--- src/logic/tmr_pkg.sv ---
package tmr_pkg;

	// register byte offsets on the bus
	localparam logic [7:0] OFS_CTL_A  = 8'h00;
	localparam logic [7:0] OFS_CTL_B  = 8'h04;
	localparam logic [7:0] OFS_COUNT  = 8'h08;
	localparam logic [7:0] OFS_CMP_A  = 8'h0C;
	localparam logic [7:0] OFS_CMP_B  = 8'h10;
	localparam logic [7:0] OFS_MASK   = 8'h14;
	localparam logic [7:0] OFS_FLAGS  = 8'h18;

	// control b field positions
	localparam int B_FORCE_A = 7;
	localparam int B_FORCE_B = 6;
	localparam int B_WAVE_HI = 3;
	localparam int B_CSEL_LO = 0;

	// control a field positions
	localparam int A_OUT_A_LO = 6;
	localparam int A_OUT_B_LO = 4;
	localparam int A_WAVE_LO  = 0;

	// mask and flag bit positions
	localparam int IRQ_CMP_B = 2;
	localparam int IRQ_OVF   = 1;
	localparam int IRQ_CMP_A = 0;

	// counter limits
	localparam logic [7:0] CNT_MAX    = 8'hFF;
	localparam logic [7:0] CNT_BOTTOM = 8'h00;
	localparam logic [7:0] CNT_ONE    = 8'h01;
	localparam logic [7:0] RST_BYTE   = 8'h00;

	// clock select codes
	localparam logic [2:0] CS_STOP  = 3'h0;
	localparam logic [2:0] CS_DIV1  = 3'h1;
	localparam logic [2:0] CS_DIV8  = 3'h2;
	localparam logic [2:0] CS_DIV64 = 3'h3;
	localparam logic [2:0] CS_DV256 = 3'h4;
	localparam logic [2:0] CS_DV1K  = 3'h5;
	localparam logic [2:0] CS_EXT_F = 3'h6;
	localparam logic [2:0] CS_EXT_R = 3'h7;

	// prescaler width and tap masks
	localparam int         PRE_W     = 10;
	localparam logic [9:0] TAP_8     = 10'h007;
	localparam logic [9:0] TAP_64    = 10'h03F;
	localparam logic [9:0] TAP_256   = 10'h0FF;
	localparam logic [9:0] TAP_1024  = 10'h3FF;
	localparam logic [9:0] PRE_ONE   = 10'h001;
	localparam logic [9:0] PRE_RESET = 10'h000;

	// waveform mode codes {wave_mode_hi, wave_mode_lo}
	localparam logic [2:0] WM_CTC     = 3'h2;
	localparam logic [2:0] WM_PC_OCRA = 3'h5;
	localparam logic [2:0] WM_FP_OCRA = 3'h7;
	localparam logic [1:0] WL_NONPWM  = 2'h0;
	localparam logic [1:0] WL_PHASE   = 2'h1;
	localparam logic [1:0] WL_CTC     = 2'h2;
	localparam logic [1:0] WL_FAST    = 2'h3;

	// compare output mode codes
	localparam logic [1:0] OM_OFF    = 2'h0;
	localparam logic [1:0] OM_TOGGLE = 2'h1;
	localparam logic [1:0] OM_CLEAR  = 2'h2;
	localparam logic [1:0] OM_SET    = 2'h3;

	typedef enum logic [1:0] {
		TMR_NONPWM,
		TMR_FAST,
		TMR_PHASE
	} tmr_kind_e;

	typedef struct packed {
		logic [1:0] out_mode_a;
		logic [1:0] out_mode_b;
		logic [1:0] wave_mode_lo;
	} tmr_ctl_a_s;

	typedef struct packed {
		logic       wave_mode_hi;
		logic [2:0] clk_sel;
	} tmr_ctl_b_s;

endpackage

--- src/logic/tmr_clk_src.sv ---
`timescale 1ns/1ns
module tmr_clk_src (
	// clock and reset
	input  wire  logic       pclk,
	input  wire  logic       presetn,
	input  wire  logic       ce,
	// selection and pin
	input  wire  logic [2:0] clk_sel,
	input  wire  logic       ext_count_pin,
	// one-cycle count enable
	output logic             tick
);

	logic [tmr_pkg::PRE_W-1:0] pre;
	logic                      pin_q;
	logic                      rise;
	logic                      fall;
	logic                      next_tick;

	// free running: taps are not aligned to the select write
	always_ff @(posedge pclk or negedge presetn) begin
		if (!presetn) begin
			pre   <= tmr_pkg::PRE_RESET;
			pin_q <= 1'b0;
		end else if (ce) begin
			pre   <= pre + tmr_pkg::PRE_ONE;
			pin_q <= ext_count_pin;
		end
	end

	// pin is sampled even while driven by its own port as output
	assign rise = ext_count_pin & ~pin_q;
	assign fall = ~ext_count_pin & pin_q;

	always_comb begin
		case (clk_sel)
			tmr_pkg::CS_STOP:  next_tick = 1'b0;
			tmr_pkg::CS_DIV1:  next_tick = 1'b1;
			tmr_pkg::CS_DIV8:  next_tick = (pre & tmr_pkg::TAP_8) == tmr_pkg::TAP_8;
			tmr_pkg::CS_DIV64: next_tick = (pre & tmr_pkg::TAP_64) == tmr_pkg::TAP_64;
			tmr_pkg::CS_DV256: next_tick = (pre & tmr_pkg::TAP_256) == tmr_pkg::TAP_256;
			tmr_pkg::CS_DV1K:  next_tick = (pre & tmr_pkg::TAP_1024) == tmr_pkg::TAP_1024;
			tmr_pkg::CS_EXT_F: next_tick = fall;
			tmr_pkg::CS_EXT_R: next_tick = rise;
			default:           next_tick = 1'b0;
		endcase
	end

	always_ff @(posedge pclk or negedge presetn) begin
		if (!presetn)
			tick <= 1'b0;
		else if (ce)
			tick <= next_tick;
	end

endmodule // tmr_clk_src

--- src/logic/tmr_timer8.sv ---
// Function
// - force bit A acts only in non-PWM waveform modes.
// - force A applies an immediate match using current out_mode_a.
// - force B applies an immediate match using current out_mode_b.
// - forced match sets no flag, no interrupt, no counter clear.
// - both force bits are strobes and read back zero.
// - control b bits 5:4, mask bit 4, flag bit 4 read zero.
// - clk_sel codes 0..5: stop, io_clock, /8, /64, /256, /1024.
// - clk_sel 6 counts pin falling edges, 7 rising edges.
// - pin edges count even when the pin is an output.
// - counter register readable and writable by software.
// - counter write blocks compare match on next timer clock.
// - compare registers continuously compared, drive pin and interrupt.
// - mask bits: 2 compare B, 1 overflow, 0 compare A, gated globally.
// - compare B match sets cmp_b_flag.
// - compare A match sets cmp_a_flag.
// - counter overflow sets ovf_flag, point depends on waveform mode.
// - flags clear on vector execution or by writing one.
// - request needs flag, enable and global interrupt bit all set.
// - mode picks top and overflow point: max, bottom or top.
// - non-PWM out modes: off, toggle, clear, set on match.
//
// The address map and the APB interface to the registers were left to the implementer.
`timescale 1ns/1ns
module tmr_timer8 (
	// clock and reset
	input  wire  logic        pclk,
	input  wire  logic        presetn,
	input  wire  logic        ce,
	// apb slave
	input  wire  logic        psel,
	input  wire  logic        penable,
	input  wire  logic        pwrite,
	input  wire  logic [7:0]  paddr,
	input  wire  logic [31:0] pwdata,
	output logic [31:0]       prdata,
	output logic              pready,
	output logic              pslverr,
	// cpu side
	input  wire  logic        global_irq_en,
	input  wire  logic        vec_ack_cmp_a,
	input  wire  logic        vec_ack_ovf,
	input  wire  logic        vec_ack_cmp_b,
	output logic              irq_cmp_a,
	output logic              irq_ovf,
	output logic              irq_cmp_b,
	// pins
	input  wire  logic        ext_count_pin,
	output logic              wave_out_a,
	output logic              wave_oe_a,
	output logic              wave_out_b,
	output logic              wave_oe_b
);

	tmr_pkg::tmr_ctl_a_s ctl_a;
	tmr_pkg::tmr_ctl_b_s ctl_b;
	tmr_pkg::tmr_kind_e  kind;
	logic [7:0]          count;
	logic [7:0]          cmp_a;
	logic [7:0]          cmp_b;
	logic [2:0]          irq_mask;
	logic [2:0]          flags;
	logic                up;
	logic                block;
	logic                tick;

	// bus decode
	wire       acc      = psel & penable & pready;
	wire       wr       = acc & pwrite;
	wire       wr_ctl_a = wr & (paddr == tmr_pkg::OFS_CTL_A);
	wire       wr_ctl_b = wr & (paddr == tmr_pkg::OFS_CTL_B);
	wire       wr_count = wr & (paddr == tmr_pkg::OFS_COUNT);
	wire       wr_cmp_a = wr & (paddr == tmr_pkg::OFS_CMP_A);
	wire       wr_cmp_b = wr & (paddr == tmr_pkg::OFS_CMP_B);
	wire       wr_mask  = wr & (paddr == tmr_pkg::OFS_MASK);
	wire       wr_flags = wr & (paddr == tmr_pkg::OFS_FLAGS);
	wire       mapped   = (paddr == tmr_pkg::OFS_CTL_A)
	                    | (paddr == tmr_pkg::OFS_CTL_B)
	                    | (paddr == tmr_pkg::OFS_COUNT)
	                    | (paddr == tmr_pkg::OFS_CMP_A)
	                    | (paddr == tmr_pkg::OFS_CMP_B)
	                    | (paddr == tmr_pkg::OFS_MASK)
	                    | (paddr == tmr_pkg::OFS_FLAGS);

	// mode decode
	wire [2:0] mode     = {ctl_b.wave_mode_hi, ctl_a.wave_mode_lo};
	wire       is_pwm   = ctl_a.wave_mode_lo == tmr_pkg::WL_PHASE
	                    | ctl_a.wave_mode_lo == tmr_pkg::WL_FAST;
	wire       is_phase = ctl_a.wave_mode_lo == tmr_pkg::WL_PHASE;
	wire       ocra_top = mode == tmr_pkg::WM_CTC
	                    | mode == tmr_pkg::WM_PC_OCRA
	                    | mode == tmr_pkg::WM_FP_OCRA;
	wire [7:0] top_val  = ocra_top ? cmp_a : tmr_pkg::CNT_MAX;
	wire       at_top   = count == top_val;
	wire       at_bot   = count == tmr_pkg::CNT_BOTTOM;

	assign kind = !is_pwm ? tmr_pkg::TMR_NONPWM :
	              is_phase ? tmr_pkg::TMR_PHASE : tmr_pkg::TMR_FAST;

	// events on a timer clock; a count write masks the next match
	wire match_a = tick & ~block & (count == cmp_a);
	wire match_b = tick & ~block & (count == cmp_b);
	wire ovf_evt = tick & (is_phase ? at_bot :
	               (mode == tmr_pkg::WM_FP_OCRA ? at_top
	                : count == tmr_pkg::CNT_MAX));

	// forced matches reach the waveform only, never flags or counter
	wire force_a = wr_ctl_b & pwdata[tmr_pkg::B_FORCE_A] & ~is_pwm;
	wire force_b = wr_ctl_b & pwdata[tmr_pkg::B_FORCE_B] & ~is_pwm;

	// counter sequence
	wire [7:0] cnt_up = count + tmr_pkg::CNT_ONE;
	wire [7:0] cnt_dn = count - tmr_pkg::CNT_ONE;
	wire       turn   = up ? at_top : at_bot;
	wire       next_up = is_phase ? (turn ? ~up : up) : 1'b1;
	wire [7:0] next_count = is_phase ? (next_up ? cnt_up : cnt_dn)
	                      : (at_top ? tmr_pkg::CNT_BOTTOM : cnt_up);

	// waveform output update shared by both channels
	function automatic logic wave_next(
		input logic               cur,
		input logic [1:0]         om,
		input tmr_pkg::tmr_kind_e k,
		input logic               tgl_ok,
		input logic               match,
		input logic               top_hit,
		input logic               top_eq,
		input logic               dir_up
	);
		logic nv;
		nv = cur;
		case (k)
			tmr_pkg::TMR_NONPWM: begin
				if (match) begin
					case (om)
						tmr_pkg::OM_TOGGLE: nv = ~cur;
						tmr_pkg::OM_CLEAR:  nv = 1'b0;
						tmr_pkg::OM_SET:    nv = 1'b1;
						default:            nv = cur;
					endcase
				end
			end
			tmr_pkg::TMR_FAST: begin
				// compare equal to top: the top action wins
				if (om[1] && top_hit)
					nv = ~om[0];
				else if (match && om[1] && !top_eq)
					nv = om[0];
				else if (match && om == tmr_pkg::OM_TOGGLE && tgl_ok)
					nv = ~cur;
			end
			tmr_pkg::TMR_PHASE: begin
				if (match && om[1])
					nv = dir_up ? om[0] : ~om[0];
				else if (match && om == tmr_pkg::OM_TOGGLE && tgl_ok)
					nv = ~cur;
			end
			default: nv = cur;
		endcase
		return nv;
	endfunction

	wire top_tick = tick & at_top;
	wire next_wa  = force_a
	              ? wave_next(wave_out_a, ctl_a.out_mode_a,
	                          tmr_pkg::TMR_NONPWM, 1'b0, 1'b1,
	                          1'b0, 1'b0, up)
	              : wave_next(wave_out_a, ctl_a.out_mode_a, kind,
	                          ctl_b.wave_mode_hi, match_a, top_tick,
	                          cmp_a == top_val, up);
	wire next_wb  = force_b
	              ? wave_next(wave_out_b, ctl_a.out_mode_b,
	                          tmr_pkg::TMR_NONPWM, 1'b0, 1'b1,
	                          1'b0, 1'b0, up)
	              : wave_next(wave_out_b, ctl_a.out_mode_b, kind,
	                          1'b0, match_b, top_tick,
	                          cmp_b == top_val, up);

	// flags: hardware set beats any clear in the same cycle
	wire [2:0] set_f = {match_b, ovf_evt, match_a};
	wire [2:0] ack_f = {vec_ack_cmp_b, vec_ack_ovf, vec_ack_cmp_a};
	wire [2:0] wclr  = wr_flags ? pwdata[2:0] : 3'h0;
	wire [2:0] next_flags = set_f | (flags & ~(ack_f | wclr));
	wire [2:0] irq_req    = flags & irq_mask
	                      & {3{global_irq_en}};

	// read mux; force strobes and reserved bits read zero
	wire [7:0] rd_byte =
		(paddr == tmr_pkg::OFS_CTL_A) ? {ctl_a.out_mode_a,
		                                 ctl_a.out_mode_b, 2'h0,
		                                 ctl_a.wave_mode_lo} :
		(paddr == tmr_pkg::OFS_CTL_B) ? {4'h0, ctl_b.wave_mode_hi,
		                                 ctl_b.clk_sel} :
		(paddr == tmr_pkg::OFS_COUNT) ? count :
		(paddr == tmr_pkg::OFS_CMP_A) ? cmp_a :
		(paddr == tmr_pkg::OFS_CMP_B) ? cmp_b :
		(paddr == tmr_pkg::OFS_MASK)  ? {5'h00, irq_mask} :
		(paddr == tmr_pkg::OFS_FLAGS) ? {5'h00, flags} :
		tmr_pkg::RST_BYTE;

	tmr_clk_src u_clk_src (
		.pclk          (pclk),
		.presetn       (presetn),
		.ce            (ce),
		.clk_sel       (ctl_b.clk_sel),
		.ext_count_pin (ext_count_pin),
		.tick          (tick)
	);

	// bus answer: one wait state, then pready for one cycle
	always_ff @(posedge pclk or negedge presetn) begin
		if (!presetn) begin
			pready  <= 1'b0;
			pslverr <= 1'b0;
			prdata  <= 32'h0000_0000;
		end else if (ce) begin
			pready  <= psel & penable & ~pready;
			pslverr <= psel & penable & ~pready & ~mapped;
			prdata  <= {24'h00_0000, rd_byte};
		end
	end

	// software registers
	always_ff @(posedge pclk or negedge presetn) begin
		if (!presetn) begin
			ctl_a    <= '0;
			ctl_b    <= '0;
			cmp_a    <= tmr_pkg::RST_BYTE;
			cmp_b    <= tmr_pkg::RST_BYTE;
			irq_mask <= 3'h0;
		end else if (ce) begin
			if (wr_ctl_a)
				ctl_a <= {pwdata[tmr_pkg::A_OUT_A_LO +: 2],
				          pwdata[tmr_pkg::A_OUT_B_LO +: 2],
				          pwdata[tmr_pkg::A_WAVE_LO +: 2]};
			if (wr_ctl_b)
				ctl_b <= {pwdata[tmr_pkg::B_WAVE_HI],
				          pwdata[tmr_pkg::B_CSEL_LO +: 3]};
			if (wr_cmp_a)
				cmp_a <= pwdata[7:0];
			if (wr_cmp_b)
				cmp_b <= pwdata[7:0];
			if (wr_mask)
				irq_mask <= pwdata[2:0];
		end
	end

	// counter; a software write wins over a tick in the same cycle
	always_ff @(posedge pclk or negedge presetn) begin
		if (!presetn) begin
			count <= tmr_pkg::RST_BYTE;
			up    <= 1'b1;
			block <= 1'b0;
		end else if (ce) begin
			if (wr_count) begin
				count <= pwdata[7:0];
				block <= 1'b1;
			end else if (tick) begin
				count <= next_count;
				up    <= next_up;
				block <= 1'b0;
			end
		end
	end

	// flags, requests and pins
	always_ff @(posedge pclk or negedge presetn) begin
		if (!presetn) begin
			flags      <= 3'h0;
			irq_cmp_a  <= 1'b0;
			irq_ovf    <= 1'b0;
			irq_cmp_b  <= 1'b0;
			wave_out_a <= 1'b0;
			wave_out_b <= 1'b0;
			wave_oe_a  <= 1'b0;
			wave_oe_b  <= 1'b0;
		end else if (ce) begin
			flags      <= next_flags;
			irq_cmp_a  <= irq_req[tmr_pkg::IRQ_CMP_A];
			irq_ovf    <= irq_req[tmr_pkg::IRQ_OVF];
			irq_cmp_b  <= irq_req[tmr_pkg::IRQ_CMP_B];
			wave_out_a <= next_wa;
			wave_out_b <= next_wb;
			wave_oe_a  <= ctl_a.out_mode_a != tmr_pkg::OM_OFF;
			wave_oe_b  <= ctl_a.out_mode_b != tmr_pkg::OM_OFF;
		end
	end

endmodule // tmr_timer8
--- config.mk ---
export PLATFORM = sky130hd
export DESIGN_NAME = tmr_timer8
export DESIGN_NICKNAME = d
export VERILOG_FILES = /design/src/logic/tmr_pkg.sv /design/src/logic/tmr_clk_src.sv /design/src/logic/tmr_timer8.sv
export SDC_FILE = /design/constraint.sdc
export NUM_CORES = 1
export LEC_CHECK = 0
export ABC_AREA = 1
export BUFFER_PORTS_ARGS = -buffer_cell sky130_fd_sc_hd__buf_2
export CAP_MARGIN = 20
export CORE_ASPECT_RATIO = 2
export CORE_UTILIZATION = 40
export CTS_BUF_LIST = sky130_fd_sc_hd__clkbuf_4 sky130_fd_sc_hd__clkbuf_8
export CTS_CLUSTER_SIZE = 25
export DETAILED_ROUTE_END_ITERATION = 7
export PLACE_DENSITY_LB_ADDON = 0.1
export SKIP_LAST_GASP = 1
export SLEW_MARGIN = 10
export SYNTH_ARGS = -nofsm -noshare
export SYNTH_HDL_FRONTEND = slang
export SYNTH_SLANG_ARGS = --single-unit
--- constraint.sdc ---
create_clock -name pclk -period 2.7 [get_ports pclk]
set_clock_uncertainty 0.15 [all_clocks]
set_input_delay 0.135 -clock pclk [delete_from_list [all_inputs] [get_ports pclk]]
set_output_delay 0.135 -clock pclk [all_outputs]
set_load 0.05 [all_outputs]
==> reports/qor.csv, run 1 <==
stage;metric;value;unit
power_and_ir_drop;clockPowerShare;35.5;%
finish;final_cells;905;
floorplanning;io_pins;92;
clock_tree;cts-root-buf;clkbuf_8;
sta;layout_min_cycle_time;2.532;ns
sta;slew_headroom;37.78;%
drt;via_count;4742;
drt;routedWlPerCell;17.62;um
clock_tree;clk_pin_slew_worst_paths;0.09;ns
grt;track_usage;26.47;%
critical_path;crit_required;2.79;ns
run_status;outcome;complete, no violations;
drt;drtPass1Iterations;5;
floorplanning;start_util;40.95;%
clock_tree;cts_tree;built;
sta;setup_tns;0;ns
grt;grt_first_pass_wirelength;25.13;mm
clock_tree;cts_made_buffers;9;
grt;grt_max_degree;72;
worst_hold_path;hp-class;in2reg;
critical_path;cp_max_fo;28;
power_and_ir_drop;seqPwrFrac;46.2;%
finish;drive_above_1_share;14.78;%
worst_hold_path;hold-path-cell-count;5;
power_and_ir_drop;comb_power_share;18.4;%
drt;via_per_inst;5.240;
logic_synthesis;seq_area_frac_synth;36.02;%
clock_tree;clockBufferDepth;2;
floorplanning;coreArea;12050;um^2
drt;ant_nets;0;
sta;slew_violations;0;
critical_path;critPathSlowestCell;dfrtp_1;
critical_path;start_kind;flip-flop;
grt;antenna_found_initial;0;
logic_synthesis;synth_cell_type_count;46;
sta;hold_violations;0;
logic_synthesis;syn_area;4936;um^2
power_and_ir_drop;switchingPower;0.8425;mW
critical_path;path_class;reg2reg;
power_and_ir_drop;power;2.600;mW
power_and_ir_drop;powerDensity;470.4;nW/um^2
grt;grt_overflow;0;
logic_synthesis;post_synth_inst_count;697;
drt;drt_iter0_markers;253;
sta;fmax;395.0;MHz
place;dp_hpwl;12.45;mm
place;place_congestion;0.9536;
floorplanning;rows;57;
logic_synthesis;synth.avg_cell_area;7.082;um^2
place;dp.cells;882;
critical_path;end_kind;flip-flop;
sta;setup_violations;0;
drt;drt_wl_total;15.95;mm
place;port_buffers;43;
sta;rsz0062_at_grt;no;
logic_synthesis;synth_edf_count;0;
critical_path;arrival;2.62;ns
sta;period_share;93.77;%
sta;tightest_slew;0.9333;ns
finish;syn_to_final_growth;11.96;%
finish;final_net_count;808;
critical_path;worst_path_largest_cell_delay;0.47;ns
power_and_ir_drop;p_int;1.757;mW
logic_synthesis;synthTopCellsByArea;dfrtp_1 (35%), nand2_1 (14%), inv_1 (6.2%), nand3_1 (5.5%), o21ai_0 (5.5%);
critical_path;crit_chain;inv_2, nand3_4, nand2_4, nand2_1, nand2_1, nand2_1, nor2_1, nand2_1, nor2_2, nand2_1, nand2_1, nor2_1, nor2_1, o21ai_1;
power_and_ir_drop;p_sw_share;32.41;%
run;max_cap_viol_count;0;
floorplanning;die_h;159.1;um
grt;grt_pass1_vias;4772;
power_and_ir_drop;peakVddDrop;0.0002436;V
clock_tree;clk_latency;0.37;ns
drt;post-route-drc-count;0;
logic_synthesis;yosysTopAreaCell;dfrtp_1;
clock_tree;htreeDepth;3;
floorplanning;dieArea;12820;um^2
logic_synthesis;async_reset_ff_share;100.0;%
floorplanning;die_w;80.55;um
critical_path;r2r_cells;14;
logic_synthesis;synth_seq_cells;71;
finish;final_util;45.85;%
finish;diodes;0;
logic_synthesis;netlist.area_leader.share;35.49;%
clock_tree;clock_sinks;71;
logic_synthesis;synth_ff_type;dfrtp_1;
logic_synthesis;ys_warn_count;0;
power_and_ir_drop;p_leak;2.802;nW
critical_path;crit_top_cell;nand2_1;
worst paths after layout:
path                                       start                 endpoint  slack (ns)
max in group asynchronous                presetn    wave_oe_b$_DFFE_PN0P_        1.48
min in group asynchronous                presetn  irq_mask[0]$_DFFE_PN0P_        0.30
hold reg to reg            prdata[2]$_DFFE_PN0P_    prdata[2]$_DFFE_PN0P_        0.33
hold / removal                         pwdata[4]     count[4]$_DFFE_PN0P_       0.008
setup reg to reg            ctl_a[0]$_DFFE_PN0P_     count[1]$_DFFE_PN0P_        0.17
setup / recovery            ctl_a[0]$_DFFE_PN0P_     count[1]$_DFFE_PN0P_        0.17
critical path, delay by kind of cell (launching register included):
| family | cells | cell delay, ns |
|---|---|---|
| flops | 1 | 0.47 |
| compound gates | 1 | 0.09 |
| simple gates | 12 | 1.51 |
| buf+inv | 1 | 0.17 |
cell usage in the layout, fill, tap and decap left out, types with 10 or more instances in the layout:
cell      count
nand2_1     185
inv_1        80
dfrtp_1      70
nor2_1       56
nand3_1      54
o21ai_0      54
buf_2        42
a21oi_1      30
conb_1       24
xor2_1       22
buf_4        17
nand4_1      12
clkbuf_8     11
nor3_1       10
synth_stat cells (2+ instances only):
cell	n
nand4_1	12
clkbuf_1	6
buf_2	9
nor2_1	56
a31oi_1	7
xor2_1	22
dfrtp_1	70
a21oi_1	30
inv_1	81
nand2_1	185
nand3b_1	3
nand2_2	4
buf_4	26
nor3_1	10
o21ai_0	54
ha_1	4
o221ai_1	2
nand2_4	2
inv_2	6
nand3_2	6
nand2_8	2
a221oi_1	2
o22ai_1	2
o21ai_1	2
o21ai_2	4
a22oi_1	2
nor2_2	6
nand3_1	54
xnor2_1	5
o211ai_1	6
nor2_4	2
power by group through the flow:
stage / Sequential (mW) / Clock (mW) / Combinational (mW)
after floorplan: 1.22 / 0 / 0.345
after global routing: 1.21 / 0.983 / 0.528
final: 1.20 / 0.922 / 0.478
after CTS: 1.20 / 0.942 / 0.481
after global placement: 1.22 / 0 / 0.460
after detailed placement: 1.22 / 0 / 0.470
cells by family after synthesis:
logic type,share of synthesized area [%]
flip-flops,36.02
AND/OR/NAND/NOR,31.84
AO/OA/AOI/OAI,13.46
buffers and inverters,12.80
adder cells (fa/ha/maj),1.014
other,0.07597
XOR/XNOR,4.791
registers in the layout (all words and copies together), names as in the netlist, 3 cells and up:
register / flops
ctl_b: 4
ctl_a: 6
flags: 3
count: 8
cmp_b: 8
u_clk_src.pre: 10
cmp_a: 8
prdata: 8
irq_mask: 3
per-stage QoR:
stage | hold WS (ns) | cell area [um^2] | setup WS (ns)
floorplan | -0.3106 | 5022 | 0.6576
global placement | 0.1773 | 5243 | 0.2592
detailed placement | 0.1851 | 5243 | 0.2543
CTS | 0.007299 | 5520 | 0.2178
global route | 0.04983 | 5527 | 0.01767
finish | 0.008146 | 5527 | 0.1681
layout make-up:
class / instances / area [um^2]
Clock buffer: 11 / 151.4
Clock inverter: 5 / 56.30
Fill cell: 1292 / 6526
Tap cell: 147 / 183.9
Inverter: 88 / 336.6
Multi-Input combinational cell: 517 / 2613
Timing Repair Buffer: 66 / 407.9
Sequential cell: 71 / 1778
repair_timing:
action	CTS	global route
hold endpoints to repair	78	0
buffers inserted	0	0
resized for setup	0	2
hold buffers	7	0
endpoints found under the setup margin	0	2
metal layers:
metal / vias to the layer above / global-route usage [%] / wire [um]
li1: 2315 / - / -
met1: 2212 / 27.71 / 5832
met2: 149 / 45.69 / 8200
met3: 66 / 3.553 / 538
met4: 0 / 20.86 / 1376
met5: - / 0 / 0
(Power assumes the default switching activity.)
==> run 2, diff against run 1 <==
--- a/config.mk
+++ b/config.mk
@@ -8,6 +8,8 @@
 export ABC_AREA = 1
 export BUFFER_PORTS_ARGS = -buffer_cell sky130_fd_sc_hd__buf_2
 export CAP_MARGIN = 20
+export CELL_PAD_IN_SITES_DETAIL_PLACEMENT = 1
+export CELL_PAD_IN_SITES_GLOBAL_PLACEMENT = 1
 export CORE_ASPECT_RATIO = 2
 export CORE_UTILIZATION = 40
 export CTS_BUF_LIST = sky130_fd_sc_hd__clkbuf_4 sky130_fd_sc_hd__clkbuf_8
==> run 2 against run 1 <==
  * Design area up 1.4%
  * Clock power up 18%
  * Worst hold slack better by 0.0091 ns
  * Via count up 4.0%
  * Flip-flop and latch count unchanged
  * Largest power group unchanged
  * Non-clock buffer count up 5
  * Sequential power about the same
  * Maximum frequency down 1.1%
  * Largest cell class unchanged
  * Final cell count up 0.55%
  * Clock-buffer cell count down 2
  * Sequential share of layout area down 0.43 points
==> reports/qor.csv, run 2 (same netlist as run 1, synthesis figures left out) <==
stage;metric;value;unit
critical_path;rrSetupSlack;0.14;ns
floorplanning;coreArea;12050;um^2
clock_tree;cts-root-buf;clkbuf_8;
critical_path;start_kind;flip-flop;
critical_path;crit_chain;inv_2, nand3_4, nand2_4, nand2_1, nand2_1, nand2_1, nor2_1, nand2_1, nor2_2, nand2_1, nand2_1, nor2_1, nor2_1, o21ai_1;
critical_path;path_class;reg2reg;
sta;setup_tns;0;ns
power_and_ir_drop;p_leak;2.841;nW
finish;final_net_count;813;
drt;ant_nets;0;
critical_path;r2r-start;ctl_a[0]$_DFFE_PN0P_;
drt;post-route-drc-count;0;
critical_path;worst_path_largest_cell_delay;0.46;ns
clock_tree;htreeDepth;3;
drt;drt_iter0_markers;234;
clock_tree;cts_made_buffers;9;
floorplanning;die_h;159.1;um
drt;drt_wl_total;18.21;mm
grt;grt_pass1_vias;5296;
sta;hold_violations;0;
grt;track_usage;30.33;%
finish;layout_commonest_cell;nand2_1;
finish;drive_above_1_share;14.81;%
grt;grt_max_degree;72;
sta;tightest_slew;0.9411;ns
worst_hold_path;hp-class;in2reg;
grt;grt_first_pass_wirelength;28.33;mm
critical_path;arrival;2.66;ns
grt;grt_overflow;0;
place;place_congestion;0.9382;
sta;period_share;94.79;%
critical_path;reg2reg_to;count[1]$_DFFE_PN0P_;
critical_path;crit_required;2.80;ns
drt;drtPass1Iterations;5;
run_status;outcome;complete, no violations;
critical_path;end_kind;flip-flop;
clock_tree;cts_tree;built;
run;max_cap_viol_count;0;
finish;largest_reg_flops;10;
finish;diodes;0;
sta;setup_violations;0;
sta;layout_min_cycle_time;2.559;ns
critical_path;critPathSlowestCell;dfrtp_1;
floorplanning;dieArea;12820;um^2
place;dp_hpwl;14.36;mm
sta;slew_headroom;37.26;%
clock_tree;cts-resized-gates;0;
worst_hold_path;hold_end;cmp_a[6]$_DFFE_PN0P_;
sta;slew_violations;0;
finish;mostFrequentLayoutCells;nand2_1 (185), inv_1 (81), dfrtp_1 (70);
power_and_ir_drop;peakVddDrop;0.0002778;V
worst_hold_path;hold_start;pwdata[6];
grt;antenna_found_initial;0;
floorplanning;die_w;80.55;um
floorplanning;io_pins;92;
power_and_ir_drop;powerDensity;495.1;nW/um^2
finish;syn_to_final_growth;13.49;%
critical_path;cp_max_fo;28;
sta;rsz0062_at_grt;no;
place;placed_cell_area;5258;um^2
drt;via_per_inst;5.418;
drt;via_count;4930;
critical_path;r2r_cells;14;
finish;regMostFlops;u_clk_src.pre;
floorplanning;start_util;40.95;%
clock_tree;clockBufferDepth;2;
critical_path;critPathTopFamily;simple AND/OR/NAND/NOR gates;
clock_tree;clk_pin_slew_worst_paths;0.08;ns
clock_tree;clk_latency;0.37;ns
critical_path;crit_top_cell;nand2_1;
floorplanning;rows;57;
drt;routedWlPerCell;20.01;um
clock_tree;clock_sinks;71;
clock_tree;cts_setup_buffers;0;
worst_hold_path;hold-path-cell-count;3;
finish;design_area;5602;um^2
place;port_buffers;43;
sta;fmax;390.7;MHz
critical_path;crit_buf_inv;1;
run 2: worst max-delay path by stage:
stage / start / endpoint / slack (ns) / cells past startpoint
after CTS: ctl_a[0]$_DFFE_PN0P_ / count[1]$_DFFE_PN0P_ / 0.17 / 14
after global routing: ctl_a[0]$_DFFE_PN0P_ / count[1]$_DFFE_PN0P_ / 0.001 / 16
after global placement: ctl_a[0]$_DFFE_PN0P_ / count[1]$_DFFE_PN0P_ / 0.26 / 14
after detailed placement: ctl_a[0]$_DFFE_PN0P_ / count[1]$_DFFE_PN0P_ / 0.17 / 14
after floorplan: count[0]$_DFFE_PN0P_ / count[3]$_DFFE_PN0P_ / 0.66 / 13
final: ctl_a[0]$_DFFE_PN0P_ / count[1]$_DFFE_PN0P_ / 0.14 / 14
run 2: final cells by class:
type	instances	area, um^2
fillers	1615	6451
multi-input cells	517	2613
flip-flops and latches	71	1778
repair buffers	71	452.9
inverters	88	330.3
well taps	147	183.9
clock buffers	9	123.9
clock inverters	7	120.1
run 2: where the power goes:
part | total, mW | switching [mW] | internal, mW
registers | 1.21 | 0.0721 | 1.14
clock network | 1.09 | 0.474 | 0.617
logic | 0.474 | 0.330 | 0.144
total | 2.77 | 0.876 | 1.90
run 2: metal layers:
layer	GRT usage (%)	vias up	wire (um)
met2	55.47	131	9883
met5	0	-	0
li1	-	2322	-
met1	29.73	2415	6405
met3	3.266	62	442
met4	22.97	0	1478
run 2: stage by stage:
| step | total power [mW] | setup WS [ns] | instances | hold WS [ns] | util [%] |
|---|---|---|---|---|---|
| CTS | 2.802 | 0.1717 | 910 | 0.001972 | 46.48 |
| detailed placement | 1.694 | 0.1749 | 884 | 0.1802 | 43.62 |
| global placement | 1.669 | 0.2557 | 884 | 0.1709 | 43.62 |
| floorplan | 1.563 | 0.6576 | 720 | -0.3106 | - |
| global route | 2.893 | 0.001296 | 910 | 0.07879 | 46.48 |
| finish | 2.773 | 0.1406 | 910 | 0.01728 | 46.48 |
run 2: tightest hold or removal path: stages:
cell,delay (ns)
buf_2,0.14
inv_1,0.11
o21ai_0,0.09
run 2: timing repair:
action                                 CTS  global route
hold buffers                            10             0
setup endpoints to repair                0             0
endpoints found under the hold margin   82             0
